==> config.mk <==
export PLATFORM = sky130hd
export DESIGN_NAME = ahs_axis_homing_sequencer
export DESIGN_NICKNAME = d
export VERILOG_FILES = /design/src/ahs_pkg.sv /design/src/ahs_axis_homing_sequencer.sv
export SDC_FILE = /design/constraint.sdc
export NUM_CORES = 1
export LEC_CHECK = 0
export ABC_AREA = 1
export BUFFER_PORTS_ARGS = -buffer_cell sky130_fd_sc_hd__buf_2
export CAP_MARGIN = 5
export CORE_ASPECT_RATIO = 0.8
export CORE_MARGIN = 3
export CORE_UTILIZATION = 47
export CTS_BUF_LIST = sky130_fd_sc_hd__clkbuf_16
export DETAILED_ROUTE_END_ITERATION = 10
export PLACE_DENSITY = 0.81
export SETUP_SLACK_MARGIN = 0.1
export SLEW_MARGIN = 25
export SYNTH_ARGS = -nofsm -noshare
export SYNTH_HDL_FRONTEND = slang
export SYNTH_SLANG_ARGS = --single-unit
==> constraint.sdc <==
create_clock -name CLK -period 2.7 [get_ports CLK]
set_input_delay 0.135 -clock CLK [delete_from_list [all_inputs] [get_ports CLK]]
set_output_delay 0.135 -clock CLK [all_outputs]
set_load 0.05 [all_outputs]
==> src/ahs_pkg.sv <==
// Package for the axis homing sequencer: modes, phases, widths, reset values.
// Assumes a single controller clock; no software-visible registers.
package ahs_pkg;

  // Widths
  localparam int MODE_W = 6;
  localparam int POS_W = 32;

  // Homing mode values handled here
  localparam logic [5:0] MODE_SW_NEG_A = 6'h1_D;
  localparam logic [5:0] MODE_SW_NEG_B = 6'h1_E;
  localparam logic [5:0] MODE_RSVD_A = 6'h1_F;
  localparam logic [5:0] MODE_RSVD_B = 6'h2_0;
  localparam logic [5:0] MODE_IDX_NEG = 6'h2_1;
  localparam logic [5:0] MODE_IDX_POS = 6'h2_2;
  localparam logic [5:0] MODE_HERE = 6'h2_3;

  // Direction encoding
  localparam logic DIR_POS = 1'b1;
  localparam logic DIR_NEG = 1'b0;

  // Speed phase encoding
  localparam logic PHASE_FIRST = 1'b0;
  localparam logic PHASE_SECOND = 1'b1;

  // Reset values
  localparam logic [31:0] ORIGIN_RST = 32'h0000_0000;

  // Sequencer states
  typedef enum logic [2:0] {
    ST_IDLE,   // Waiting for a homing command
    ST_SEEK,   // First leg toward the switch or index
    ST_CROSS,  // Inside the switch, moving negative, waiting for its lower edge
    ST_RETURN, // Reversed, waiting for the switch edge that latches
    ST_DONE    // Home latched
  } ahs_state_type;

endpackage

==> src/ahs_axis_homing_sequencer.sv <==
// Homing sequencer for one axis: modes 29, 30, 33, 34, 35.
// Assumes sensors arrive asynchronously from the drive; one clock domain.
`timescale 1ns/1ps

module ahs_axis_homing_sequencer (
  input wire logic CLK,
  input wire logic RST_N,
  input wire logic HOMING_COMMAND, // One-cycle start pulse, same domain
  input wire logic [5:0] HOME_MODE, // Mode selector, same domain
  input wire logic [31:0] AXIS_POS, // Present axis position, same domain
  input wire logic HOME_SW, // Home switch pin, asynchronous
  input wire logic NEG_LIMIT, // Negative limit pin, asynchronous
  input wire logic INDEX_PULSE, // Encoder index pin, asynchronous
  output logic MOVE, // Motion commanded
  output logic DIR, // 1 positive, 0 negative
  output logic PHASE, // 0 first-phase, 1 second-phase speed
  output logic [31:0] ORIGIN, // Latched home position
  output logic DONE // Home latched, held until next valid command
);

  // ==========================================================
  // Input synchronisers
  // ==========================================================
  logic [2:0] home_q; // Home switch sync chain
  logic [2:0] lim_q; // Limit sync chain
  logic [2:0] idx_q; // Index sync chain
  logic home_f_q; // Filtered home level
  logic lim_f_q; // Filtered limit level
  logic idx_f_q; // Filtered index level
  logic idx_prev_q; // Index level one cycle ago
  logic home_prev_q; // Home level one cycle ago

  // Three-stage chains
  always_ff @(posedge CLK or negedge RST_N) begin
    if (!RST_N) begin
      home_q <= 3'h0;
      lim_q <= 3'h0;
      idx_q <= 3'h0;
    end else begin
      home_q <= {home_q[1:0], HOME_SW};
      lim_q <= {lim_q[1:0], NEG_LIMIT};
      idx_q <= {idx_q[1:0], INDEX_PULSE};
    end
  end

  // Level accepted once stages two and three agree
  always_ff @(posedge CLK or negedge RST_N) begin
    if (!RST_N) begin
      home_f_q <= 1'b0;
      lim_f_q <= 1'b0;
      idx_f_q <= 1'b0;
      home_prev_q <= 1'b0;
      idx_prev_q <= 1'b0;
    end else begin
      home_f_q <= (home_q[1] == home_q[2]) ? home_q[2] : home_f_q;
      lim_f_q <= (lim_q[1] == lim_q[2]) ? lim_q[2] : lim_f_q;
      idx_f_q <= (idx_q[1] == idx_q[2]) ? idx_q[2] : idx_f_q;
      home_prev_q <= home_f_q;
      idx_prev_q <= idx_f_q;
    end
  end

  // Edge strobes on filtered levels
  logic home_rise;
  logic home_fall;
  logic idx_rise;
  assign home_rise = home_f_q && !home_prev_q;
  assign home_fall = !home_f_q && home_prev_q;
  assign idx_rise = idx_f_q && !idx_prev_q;

  // ==========================================================
  // Sequencer
  // ==========================================================
  ahs_pkg::ahs_state_type state_q; // Current state
  logic [5:0] mode_q; // Mode captured at command
  logic latch; // Home event this cycle

  // Mode decode of captured and presented modes
  logic cmd_valid;
  assign cmd_valid = (HOME_MODE == ahs_pkg::MODE_SW_NEG_A) ||
                     (HOME_MODE == ahs_pkg::MODE_SW_NEG_B) ||
                     (HOME_MODE == ahs_pkg::MODE_IDX_NEG) ||
                     (HOME_MODE == ahs_pkg::MODE_IDX_POS) ||
                     (HOME_MODE == ahs_pkg::MODE_HERE);

  logic is29;
  assign is29 = (mode_q == ahs_pkg::MODE_SW_NEG_A);

  // Latch condition per state and mode
  always_comb begin
    latch = 1'b0;
    unique case (state_q)
      ahs_pkg::ST_SEEK: begin
        if (mode_q == ahs_pkg::MODE_IDX_NEG ||
            mode_q == ahs_pkg::MODE_IDX_POS) begin
          latch = idx_rise;
        end else begin
          // Mode 29 after the limit reversal latches on switch on
          latch = is29 && DIR == ahs_pkg::DIR_POS && home_rise;
        end
      end
      ahs_pkg::ST_CROSS: begin
        latch = !is29 && home_fall;
      end
      ahs_pkg::ST_RETURN: begin
        latch = is29 ? home_rise : home_fall;
      end
      ahs_pkg::ST_IDLE, ahs_pkg::ST_DONE: latch = 1'b0;
    endcase
  end

  // State, direction and phase updates
  always_ff @(posedge CLK or negedge RST_N) begin
    if (!RST_N) begin
      state_q <= ahs_pkg::ST_IDLE;
      mode_q <= 6'h0_0;
      DIR <= ahs_pkg::DIR_NEG;
      PHASE <= ahs_pkg::PHASE_FIRST;
    end else if (HOMING_COMMAND && cmd_valid) begin
      mode_q <= HOME_MODE;
      PHASE <= ahs_pkg::PHASE_SECOND;
      DIR <= ahs_pkg::DIR_NEG;
      if (HOME_MODE == ahs_pkg::MODE_HERE) begin
        state_q <= ahs_pkg::ST_DONE;
      end else if (HOME_MODE == ahs_pkg::MODE_IDX_NEG) begin
        state_q <= ahs_pkg::ST_SEEK;
      end else if (HOME_MODE == ahs_pkg::MODE_IDX_POS) begin
        state_q <= ahs_pkg::ST_SEEK;
        DIR <= ahs_pkg::DIR_POS;
      end else if (home_f_q) begin
        // Switch already on: straight to second phase, negative
        state_q <= ahs_pkg::ST_CROSS;
      end else begin
        state_q <= ahs_pkg::ST_SEEK;
        PHASE <= ahs_pkg::PHASE_FIRST;
      end
    end else if (latch) begin
      state_q <= ahs_pkg::ST_DONE;
    end else begin
      unique case (state_q)
        ahs_pkg::ST_SEEK: begin
          // Index modes only watch the index; switch modes ignore it
          if (mode_q == ahs_pkg::MODE_SW_NEG_A ||
              mode_q == ahs_pkg::MODE_SW_NEG_B) begin
            if (DIR == ahs_pkg::DIR_NEG && lim_f_q && !home_f_q) begin
              DIR <= ahs_pkg::DIR_POS;
            end else if (home_rise) begin
              PHASE <= ahs_pkg::PHASE_SECOND;
              if (DIR == ahs_pkg::DIR_POS) begin
                // Mode 30 after the limit reversal; mode 29 has latched
                DIR <= ahs_pkg::DIR_NEG;
                state_q <= ahs_pkg::ST_CROSS;
              end else begin
                state_q <= ahs_pkg::ST_CROSS;
              end
            end
          end
        end
        ahs_pkg::ST_CROSS: begin
          // Mode 29 reverses on leaving the switch
          if (is29 && home_fall) begin
            DIR <= ahs_pkg::DIR_POS;
            state_q <= ahs_pkg::ST_RETURN;
          end
        end
        ahs_pkg::ST_RETURN, ahs_pkg::ST_IDLE, ahs_pkg::ST_DONE: begin
          state_q <= state_q;
        end
      endcase
    end
  end

  // Motion while seeking, crossing or returning
  assign MOVE = (state_q == ahs_pkg::ST_SEEK) ||
                (state_q == ahs_pkg::ST_CROSS) ||
                (state_q == ahs_pkg::ST_RETURN);

  // Origin load and done flag
  always_ff @(posedge CLK or negedge RST_N) begin
    if (!RST_N) begin
      ORIGIN <= ahs_pkg::ORIGIN_RST;
      DONE <= 1'b0;
    end else if (HOMING_COMMAND && cmd_valid) begin
      DONE <= (HOME_MODE == ahs_pkg::MODE_HERE);
      if (HOME_MODE == ahs_pkg::MODE_HERE) begin
        ORIGIN <= AXIS_POS;
      end
    end else if (latch) begin
      ORIGIN <= AXIS_POS;
      DONE <= 1'b1;
    end
  end

  // ==========================================================
  // Assertions
  // ==========================================================
  property p_here_done;
    @(posedge CLK) disable iff (!RST_N)
      (HOMING_COMMAND && HOME_MODE == ahs_pkg::MODE_HERE)
      |=> (DONE && !MOVE && ORIGIN == $past(AXIS_POS));
  endproperty
  a_here_done: assert property (p_here_done)
    else $error("mode 35 did not latch at once");

  property p_rsvd;
    @(posedge CLK) disable iff (!RST_N)
      (HOMING_COMMAND && !MOVE &&
       (HOME_MODE == ahs_pkg::MODE_RSVD_A ||
        HOME_MODE == ahs_pkg::MODE_RSVD_B)) |=>
      (!MOVE && DONE == $past(DONE));
  endproperty
  a_rsvd: assert property (p_rsvd)
    else $error("reserved mode started motion");

  property p_idx_neg;
    @(posedge CLK) disable iff (!RST_N)
      (HOMING_COMMAND && HOME_MODE == ahs_pkg::MODE_IDX_NEG)
      |=> (MOVE && DIR == ahs_pkg::DIR_NEG && PHASE);
  endproperty
  a_idx_neg: assert property (p_idx_neg)
    else $error("mode 33 start wrong");

  property p_idx_pos;
    @(posedge CLK) disable iff (!RST_N)
      (HOMING_COMMAND && HOME_MODE == ahs_pkg::MODE_IDX_POS)
      |=> (MOVE && DIR == ahs_pkg::DIR_POS && PHASE);
  endproperty
  a_idx_pos: assert property (p_idx_pos)
    else $error("mode 34 start wrong");

  property p_start_sw;
    @(posedge CLK) disable iff (!RST_N)
      (HOMING_COMMAND && (HOME_MODE == ahs_pkg::MODE_SW_NEG_A ||
       HOME_MODE == ahs_pkg::MODE_SW_NEG_B)) |=>
      (PHASE == $past(home_f_q) && DIR == ahs_pkg::DIR_NEG);
  endproperty
  a_start_sw: assert property (p_start_sw)
    else $error("start phase not chosen from switch");

  property p_done_stop;
    @(posedge CLK) disable iff (!RST_N)
      DONE |-> !MOVE;
  endproperty
  a_done_stop: assert property (p_done_stop)
    else $error("motion while done");

  property p_sw_ignore_idx;
    @(posedge CLK) disable iff (!RST_N)
      (state_q == ahs_pkg::ST_SEEK && !HOMING_COMMAND && idx_rise &&
       (is29 || mode_q == ahs_pkg::MODE_SW_NEG_B) && !home_rise) |=> !DONE;
  endproperty
  a_sw_ignore_idx: assert property (p_sw_ignore_idx)
    else $error("index pulse latched in switch mode");

  property p_m29_rev;
    @(posedge CLK) disable iff (!RST_N)
      (state_q == ahs_pkg::ST_CROSS && is29 && home_fall &&
       !HOMING_COMMAND) |=> (DIR == ahs_pkg::DIR_POS && PHASE && MOVE);
  endproperty
  a_m29_rev: assert property (p_m29_rev)
    else $error("mode 29 did not reverse");

  property p_m30_latch;
    @(posedge CLK) disable iff (!RST_N)
      (state_q == ahs_pkg::ST_CROSS && !is29 && home_fall &&
       !HOMING_COMMAND) |=> (DONE && ORIGIN == $past(AXIS_POS));
  endproperty
  a_m30_latch: assert property (p_m30_latch)
    else $error("mode 30 did not latch on switch off");

  // Main scenarios
  c_m29: cover property (@(posedge CLK) disable iff (!RST_N)
    state_q == ahs_pkg::ST_RETURN ##[1:200] DONE);
  c_m30: cover property (@(posedge CLK) disable iff (!RST_N)
    !is29 && state_q == ahs_pkg::ST_CROSS ##1 DONE);
  c_idx: cover property (@(posedge CLK) disable iff (!RST_N)
    idx_rise && state_q == ahs_pkg::ST_SEEK);
  c_lim: cover property (@(posedge CLK) disable iff (!RST_N)
    state_q == ahs_pkg::ST_SEEK && DIR == ahs_pkg::DIR_POS);

endmodule

Word-level counts from Yosys, hierarchy flattened --
Cells that the tools add are included. Widths: inputs -> output; s select.
Word-level totals: register bits 58, bits of input ports 44, word-level logic and storage cells 115
Operators by class: eq/ne operators 27, muxes and demuxes 39, bitwise logic cells 1, reductions and logical operators 34
Operators by type and width (number):
- $mux 32 | 3
- $eq 6x6->1 const B | 5
- $eq 6x5->1 const B | 4
- $mux 1 | 23
- $mux 3 | 7
- $ne 4x4->1 const B | 5
- $reduce_and 5->1 | 3
- $logic_and 1x1->1 | 10
- $ne 3x3->1 const B | 3
- $logic_or 1x1->1 | 8
- $reduce_bool 2->1 | 4
- $eq 3x2->1 const B | 2
- $mux 2 | 3
- $pmux 3 s2 | 1
- $logic_not 1->1 | 4
- $ne 2x1->1 const B | 2
- $pmux 1 s4 | 1
- $eq 1x1->1 | 3
- $eq 3x1->1 const B | 1
- $eq 3x3->1 const B | 1
- $logic_not 3->1 | 1
- $reduce_bool 3->1 | 1
- $reduce_or 3->1 | 1
- $ne 2x2->1 const B | 1
- 4 further kinds | 4

Logic depth before layout (Yosys ltp) --
Gate-level depths: netlist of run 1.
depth after elaboration 8, depth in mapped cells 13, gate-level depth less buffers 12

Worst setup path before layout of run 1 --
Ideal clock, no wire load.
kind reg-to-reg, start register DIR, end register ORIGIN[0], library setup time 118 ps, data arrival time 1375 ps, data required time 2582 ps, path slack 1207 ps, cell stages (with the launch flop) 9, path buffers 1, period minus slack after synthesis 1493 ps, path through dfrtp_1 nand4_1 nand2_1 nand2_1 nand2_2 nand2_4 buf_2 nand3_1 nand2_1
On the way: cells in the longest elaborated chain, start to end 6
RTL lines:
- start, declared | line ahs_axis_homing_sequencer.sv:15 | output logic DIR,
- start signal, assigned | line ahs_axis_homing_sequencer.sv:117 | DIR <= ahs_pkg::DIR_NEG;
- start signal, assigned | line ahs_axis_homing_sequencer.sv:122 | DIR <= ahs_pkg::DIR_NEG;
- start signal, assigned | line ahs_axis_homing_sequencer.sv:129 | DIR <= ahs_pkg::DIR_POS;
- $logic_and 1x1->1 (2 in a row) | line ahs_axis_homing_sequencer.sv:99 | latch = is29 && DIR == ahs_pkg::DIR_POS && home_rise;
- $mux 1 | line ahs_axis_homing_sequencer.sv:94 | if (mode_q == ahs_pkg::MODE_IDX_NEG ||
- $pmux 1 s4 | line ahs_axis_homing_sequencer.sv:92 | unique case (state_q)
- $reduce_bool 2->1 (no source line)
- $reduce_and 2->1 (no source line)
- end signal, assigned | line ahs_axis_homing_sequencer.sv:181 | ORIGIN <= ahs_pkg::ORIGIN_RST;
- end, declared | line ahs_axis_homing_sequencer.sv:17 | output logic [31:0] ORIGIN,
No other way between the ends. A chain may end at the register's enable or synchronous reset.

Final worst setup path of run 1 --
start register home_f_q, end register ORIGIN[27]
On the way: cells in the longest elaborated chain, start to end 6, elaborated cells on any way between the ends 10, classes of those cells mux: 3; reduce/logical: 7
RTL lines:
- start, declared | line ahs_axis_homing_sequencer.sv:27 | logic home_f_q;
- start signal, assigned | line ahs_axis_homing_sequencer.sv:55 | home_f_q <= (home_q[1] == home_q[2]) ? home_q[2] : home_f_q;
- $logic_not 1->1 / $logic_and 1x1->1 (equally long branches) | line ahs_axis_homing_sequencer.sv:68, ahs_axis_homing_sequencer.sv:67
- $logic_and 1x1->1 (on tied branches) | line ahs_axis_homing_sequencer.sv:68, ahs_axis_homing_sequencer.sv:99
- $mux 1, or another cell as far along | line ahs_axis_homing_sequencer.sv:106 | latch = is29 ? home_rise : home_fall;
- $pmux 1 s4 (*) | line ahs_axis_homing_sequencer.sv:92
- $reduce_bool 2->1 (no source line) (*)
- $reduce_and 2->1 (no source line) (*)
Every way passes the cells marked *; elsewhere a longest branch is shown, timed or not.

==> impl_metrics.py, run 1 <==
metrics = {
    "sta": {
        "finalMaxSlewViolations": 0,
        "maxSlewHeadroom": 0.400,
        "rsz0062_at_grt": "no",
        "hold_violations": 0,
        "worst_pin_slew_ns": 0.900,
        "fin_skew_ns": 0.00584,
        "setup_viol": 0,
        "finalCriticalPeriod_ns": 2.01,
        "max_freq_ghz": 0.497,
        "fin_tns_setup_ns": 0,
        "fin_crit_sh": 0.745,
    },
    "yosys": {
        "netlist_area_um2": 2500,
        "syn_area_per_cell_um2": 8.64,
        "synth_seq_cells": 58,
        "syn-num-nets": 333,
        "yosys-top-cells-area": "dfrtp_1 (58%), nand2_1 (17%), nand3_1 (7.6%)",
        "ys_warn_count": 0,
        "ys_types": 20,
        "synth_top_area_frac": 0.581,
        "synthesis.instances": 289,
        "yosys.area.top_type": "dfrtp_1",
        "yosysSeqAreaShare": 0.581,
    },
    "worst_setup_path": {
        "worstReg2RegEnd": "ORIGIN[27]",
        "crit_fanout": 33,
        "r2r_start": "home_f_q",
        "path_class": "flip-flop to flip-flop",
        "arrival_ns": 2.27,
        "cp-end-kind": "flip-flop",
        "r2r_slack_ns": 0.69,
        "required_ns": 2.96,
        "r2r_cells": 10,
        "cp-start-kind": "flip-flop",
    },
    "layout": {
        "multi_input_area_um2": 912,
        "fill_cells": 399,
        "final_common_cell": "nand2_1",
        "nNetsFinal": 422,
        "antennaDiodeCount": 0,
        "final_cell_mix": "nand2_1 (115), buf_2 (79), dfrtp_1 (58)",
        "area_growth_syn_to_layout_pct": 32.9,
        "drive_above_1_share": 0.274,
        "fin_area_um2": 3320,
        "register_area_um2": 1450,
    },
    "run_status": {
        "outcome": "finished clean",
    },
    "worst_hold_path": {
        "hold_depth": 3,
        "min_path_type": "primary input to flip-flop",
        "hp-start": "AXIS_POS[4]",
        "hold_end": "ORIGIN[4]",
    },
    "global_route": {
        "grt_max_degree": 43,
        "grt.overflow.total": 0,
        "track_usage": 0.221,
        "grt_pass1_wl_mm": 10.4,
        "antenna_found_initial": 0,
        "first_global_vias": 2278,
    },
    "routing": {
        "drc": 0,
        "drtPass1Iterations": 4,
        "vias": 2319,
        "drt_iter0_markers": 221,
        "wire_per_inst_um": 14.6,
        "post_drt_via_cell_ratio": 5.21,
        "wl_mm": 6.49,
        "postRouteAntennaNets": 0,
    },
    "placement": {
        "placed_area_um2": 2910,
        "gp_congestion": 0.883,
        "dpl.hpwl_mm": 4.03,
        "io_buffers": 79,
    },
    "floorplan": {
        "die_w_um": 87.5,
        "die_height_um": 71.2,
        "coreArea_um2": 5060,
        "ioPinCount": 80,
        "die_area_um2": 6230,
        "initial_core_util": 0.493,
        "rows": 23,
    },
    "power": {
        "p_leak_nw": 1.85,
        "vdd_drop_max_uv": 866,
        "power.density_nw_per_um2": 1350,
    },
    "clock_tree": {
        "cts_buffers": 9,
        "clock_sinks": 58,
        "clockBufferDepth": 2,
        "clk_pin_slew_ns": 0.06,
        "cts.htree.levels": 3,
        "clockRootBuffer": "clkbuf_16",
        "insertion_delay_ns": 0.33,
        "cts_tree": "built",
    },
    "job": {
        "max_cap_violations": 0,
    },
}
## worst max path at each step
stage                  from          to  slack, ns  cells after the start
6_report           home_f_q  ORIGIN[27]       0.69                     10
3_5_place_dp   HOME_MODE[2]  ORIGIN[27]       0.61                     10
3_3_place_gp   HOME_MODE[0]        DONE       0.75                     10
5_1_grt            home_f_q  ORIGIN[27]       0.55                     10
4_1_cts            home_f_q  ORIGIN[27]       0.71                     10
2_1_floorplan           DIR   ORIGIN[0]       1.21                      8
## worst max-delay path, stage by stage, from the launching register on
cell and delay [ns]:
dfrtp_1 0.40, inv_1 0.13, nor2_1 0.21, nand4_1 0.12, nand2_1 0.09, nand2_1 0.08
nand2_2 0.10, nand2_4 0.21, nand2_4 0.37, nand2_1 0.12, nand2_1 0.11
## layout make-up
type	instances	share of cell area
clock buffers	9	0.0679
clock inverters	7	0.0305
inverters	16	0.0181
multi-input cells	204	0.275
flip-flops and latches	58	0.437
well taps	62	0.0234
repair buffers	89	0.148
## where the power goes
group	leakage (nW)	switching, W	internal, W
combinational	0.990	0.00145	0.000445
clock	0.152	0.000416	0.000813
sequential	0.711	0.000190	0.00117
total	1.85	0.00205	0.00243
## through the flow
step | util | setup slack, ns | instances | power, W | hold slack, ns
final | 0.655 | 0.687 | 445 | 0.00448 | 0.00262
after global routing | 0.655 | 0.552 | 445 | 0.00470 | 0.00720
after CTS | 0.655 | 0.712 | 445 | 0.00449 | 0.000178
after detailed placement | 0.575 | 0.608 | 421 | 0.00322 | 0.245
after global placement | 0.575 | 0.745 | 421 | 0.00317 | 0.243
after floorplan | - | 1.21 | 289 | 0.00279 | -0.161
## routing by layer
layer,global-route usage,vias to the layer above,routed length (um)
met3,0.0687,18,380
met4,0.119,0,224
met5,0,-,0
met2,0.355,83,3360
met1,0.264,1114,2530
li1,-,1104,-
## sequential cells by signal, indices dropped and copies added, names as in the netlist
signal,flops
home_f_q,1
lim_q,3
lim_f_q,1
DONE,1
home_prev_q,1
PHASE,1
ORIGIN,32
idx_f_q,1
DIR,1
idx_prev_q,1
state_q,3
mode_q,6
home_q,3
idx_q,3
## synthesized netlist by cell type, drive strengths merged
master,instances
nand3,38
nor4,1
clkbuf,1
nor2,20
nand3b,1
dfrtp,58
o22ai,1
maj3,3
inv,16
a21oi,4
nand2,121
o21ai,8
buf,10
o21bai,1
nand4,6
## cell families (layout without fill, tap and decap cells)
group / count (synthesis) / in the layout / synth area share
and+or+nand+nor: 187 / 187 / 0.324
DFF: 58 / 58 / 0.581
buffers and inverters: 27 / 121 / 0.0531
AOI/OAI and AO/OA: 14 / 14 / 0.0296
adders and majority gates: 3 / 3 / 0.0120
## what timing repair did
item                                   4_1_cts  5_1_grt
gates resized for setup                      0        0
buffers inserted                             0        0
hold buffers                                 8        0
endpoints found under the hold margin       47        0
Note: power is estimated with default switching activity, not from simulation.
==> run 2, diff against run 1 <==
==> constraint.sdc (replaced) <==
create_clock -name CLK -period 1.9 [get_ports CLK]
set_input_delay 0.095 -clock CLK [delete_from_list [all_inputs] [get_ports CLK]]
set_output_delay 0.095 -clock CLK [all_outputs]
set_load 0.05 [all_outputs]
==> run 2 against run 1 <==
Net effect:
- via count up 3.8%
- register-to-register slack worse by 0.45 ns
- sequential power rose by 43%
- global-route usage grew 1.8 points
- clock skew is 0.0011 ns higher
- clock power rose by 53%
- worst hold slack gained 0.038 ns
- largest cell class unchanged
==> impl_metrics.py, run 2 (synthesis results as in run 1) <==
metrics = {
    "power": {
        "vdd_drop_max_uv": 1190,
        "power.density_nw_per_um2": 1810,
        "p_leak_nw": 1.99,
    },
    "worst_setup_path": {
        "cp-endpoint": "ORIGIN[1]",
        "crit_fanout": 32,
        "slowest_stage": "dfrtp_1",
        "r2r_start": "mode_q[3]",
        "cp-start-kind": "flip-flop",
        "cp-end-kind": "flip-flop",
        "cp_cell_sequence": "nand2_1, nor2_4, nand2_1, nand2_1, nand2_1, inv_2, nand2_2, nand2_4, buf_8, nand3_1, nand2_1",
        "arrival_ns": 1.93,
        "crit_top_cell": "nand2_1",
        "worstSetupStartpoint": "mode_q[3]",
        "cpPeakStageDelay_ns": 0.38,
        "r2r_slack_ns": 0.24,
        "worstReg2RegEnd": "ORIGIN[1]",
        "path_class": "flip-flop to flip-flop",
        "required_ns": 2.16,
        "r2r_cells": 11,
    },
    "routing": {
        "drtPass1Iterations": 5,
        "vias": 2406,
        "drt_iter0_markers": 174,
        "post_drt_via_cell_ratio": 5.08,
        "wl_mm": 6.83,
        "wire_per_inst_um": 14.4,
        "postRouteAntennaNets": 0,
        "drc": 0,
    },
    "clock_tree": {
        "cts.htree.levels": 3,
        "clockBufferDepth": 2,
        "clk_pin_slew_ns": 0.06,
        "clock_sinks": 58,
        "cts_tree": "built",
        "insertion_delay_ns": 0.33,
        "cts_buffers": 9,
        "clockRootBuffer": "clkbuf_16",
    },
    "sta": {
        "fin_crit_sh": 0.874,
        "fin_tns_setup_ns": 0,
        "hold_violations": 0,
        "worst_pin_slew_ns": 0.737,
        "setup_viol": 0,
        "finalMaxSlewViolations": 0,
        "layout_setup_ws_ns": 0.239,
        "finalCriticalPeriod_ns": 1.66,
        "fin_skew_ns": 0.00695,
        "max_freq_ghz": 0.602,
        "rsz0062_at_grt": "yes",
        "maxSlewHeadroom": 0.508,
    },
    "job": {
        "max_cap_violations": 0,
    },
    "floorplan": {
        "initial_core_util": 0.493,
        "coreArea_um2": 5060,
        "ioPinCount": 80,
        "die_area_um2": 6230,
        "die_height_um": 71.2,
        "rows": 23,
        "die_w_um": 87.5,
    },
    "global_route": {
        "grt_max_degree": 59,
        "antenna_found_initial": 0,
        "first_global_vias": 2399,
        "grt.overflow.total": 0,
        "grt_pass1_wl_mm": 11.3,
        "track_usage": 0.239,
    },
    "placement": {
        "gp_congestion": 0.857,
        "io_buffers": 79,
        "dpl.hpwl_mm": 3.70,
        "dp_slack_ns": 0.271,
    },
    "layout": {
        "top_register": "ORIGIN",
        "top_regs": "ORIGIN (32), mode_q (6)",
        "final_common_cell": "nand2_1",
        "drive_above_1_share": 0.260,
        "largest_register_ffs": 32,
        "antennaDiodeCount": 0,
        "nNetsFinal": 451,
        "final_cell_mix": "nand2_1 (115), buf_2 (79), dfrtp_1 (58)",
        "fill_cells": 367,
        "area_growth_syn_to_layout_pct": 45.8,
    },
    "worst_hold_path": {
        "hp-start": "HOME_MODE[0]",
        "min_path_type": "primary input to flip-flop",
    },
    "run_status": {
        "outcome": "finished clean",
    },
}
## run 2: stage by stage
stage | hold slack [ns] | power, W | cell area (um2) | instances | util
after floorplan | -0.201 | 0.00396 | 2500 | 289 | -
after global placement | 0.203 | 0.00451 | 2920 | 422 | 0.576
after detailed placement | 0.206 | 0.00457 | 2920 | 422 | 0.576
after CTS | 0.0000709 | 0.00652 | 3610 | 473 | 0.713
after global routing | 0.0915 | 0.00690 | 3640 | 474 | 0.719
final | 0.0408 | 0.00657 | 3640 | 474 | 0.719
## run 2: metal layers
layer / vias up / track usage / share of wire
met1: 1134 / 0.288 / 0.39
met2: 103 / 0.395 / 0.53
li1: 1160 / - / -
met4: 0 / 0.0971 / 0.015
met5: - / 0 / 0
met3: 9 / 0.0745 / 0.065
## run 2: how the worst min path moves through the flow
stage / end / depth (start not counted) / slack (ns)
after floorplan: DIR / 0 / -0.20
after global placement: lim_q[0] / 1 / 0.20
after detailed placement: lim_q[0] / 1 / 0.21
after CTS: ORIGIN[2] / 3 / 0.00007
after global routing: mode_q[0] / 3 / 0.09
final: mode_q[0] / 3 / 0.04
## run 2: power breakdown
part           switching (W)  internal [W]  total [W]
logic                0.00207      0.000688    0.00276
registers           0.000276       0.00166    0.00194
clock network       0.000596       0.00128    0.00188
## run 2: critical path: cells and delay by family, from the launching register on
family / cells / cell delay (ns)
AND/OR/NAND/NOR: 9 / 0.91
flip-flops: 1 / 0.38
buffers and inverters: 2 / 0.29
## run 2: layout make-up
type	instances	area, um2	area share
Inverter	16	60.1	0.0165
Tap cell	62	77.6	0.0213
Clock buffer	9	225	0.0619
Multi-Input combinational cell	204	923	0.254
Timing Repair Buffer	118	786	0.216
Sequential cell	58	1450	0.399
Clock inverter	7	116	0.0320
## run 2: timing repair
| action | 4_1_cts | 5_1_grt |
|---|---|---|
| setup endpoints to repair | 0 | 35 |
| resized for setup | 0 | 4 |
| endpoints found under the hold margin | 92 | 1 |
| hold buffers | 35 | 1 |
| setup buffers | 0 | 0 |
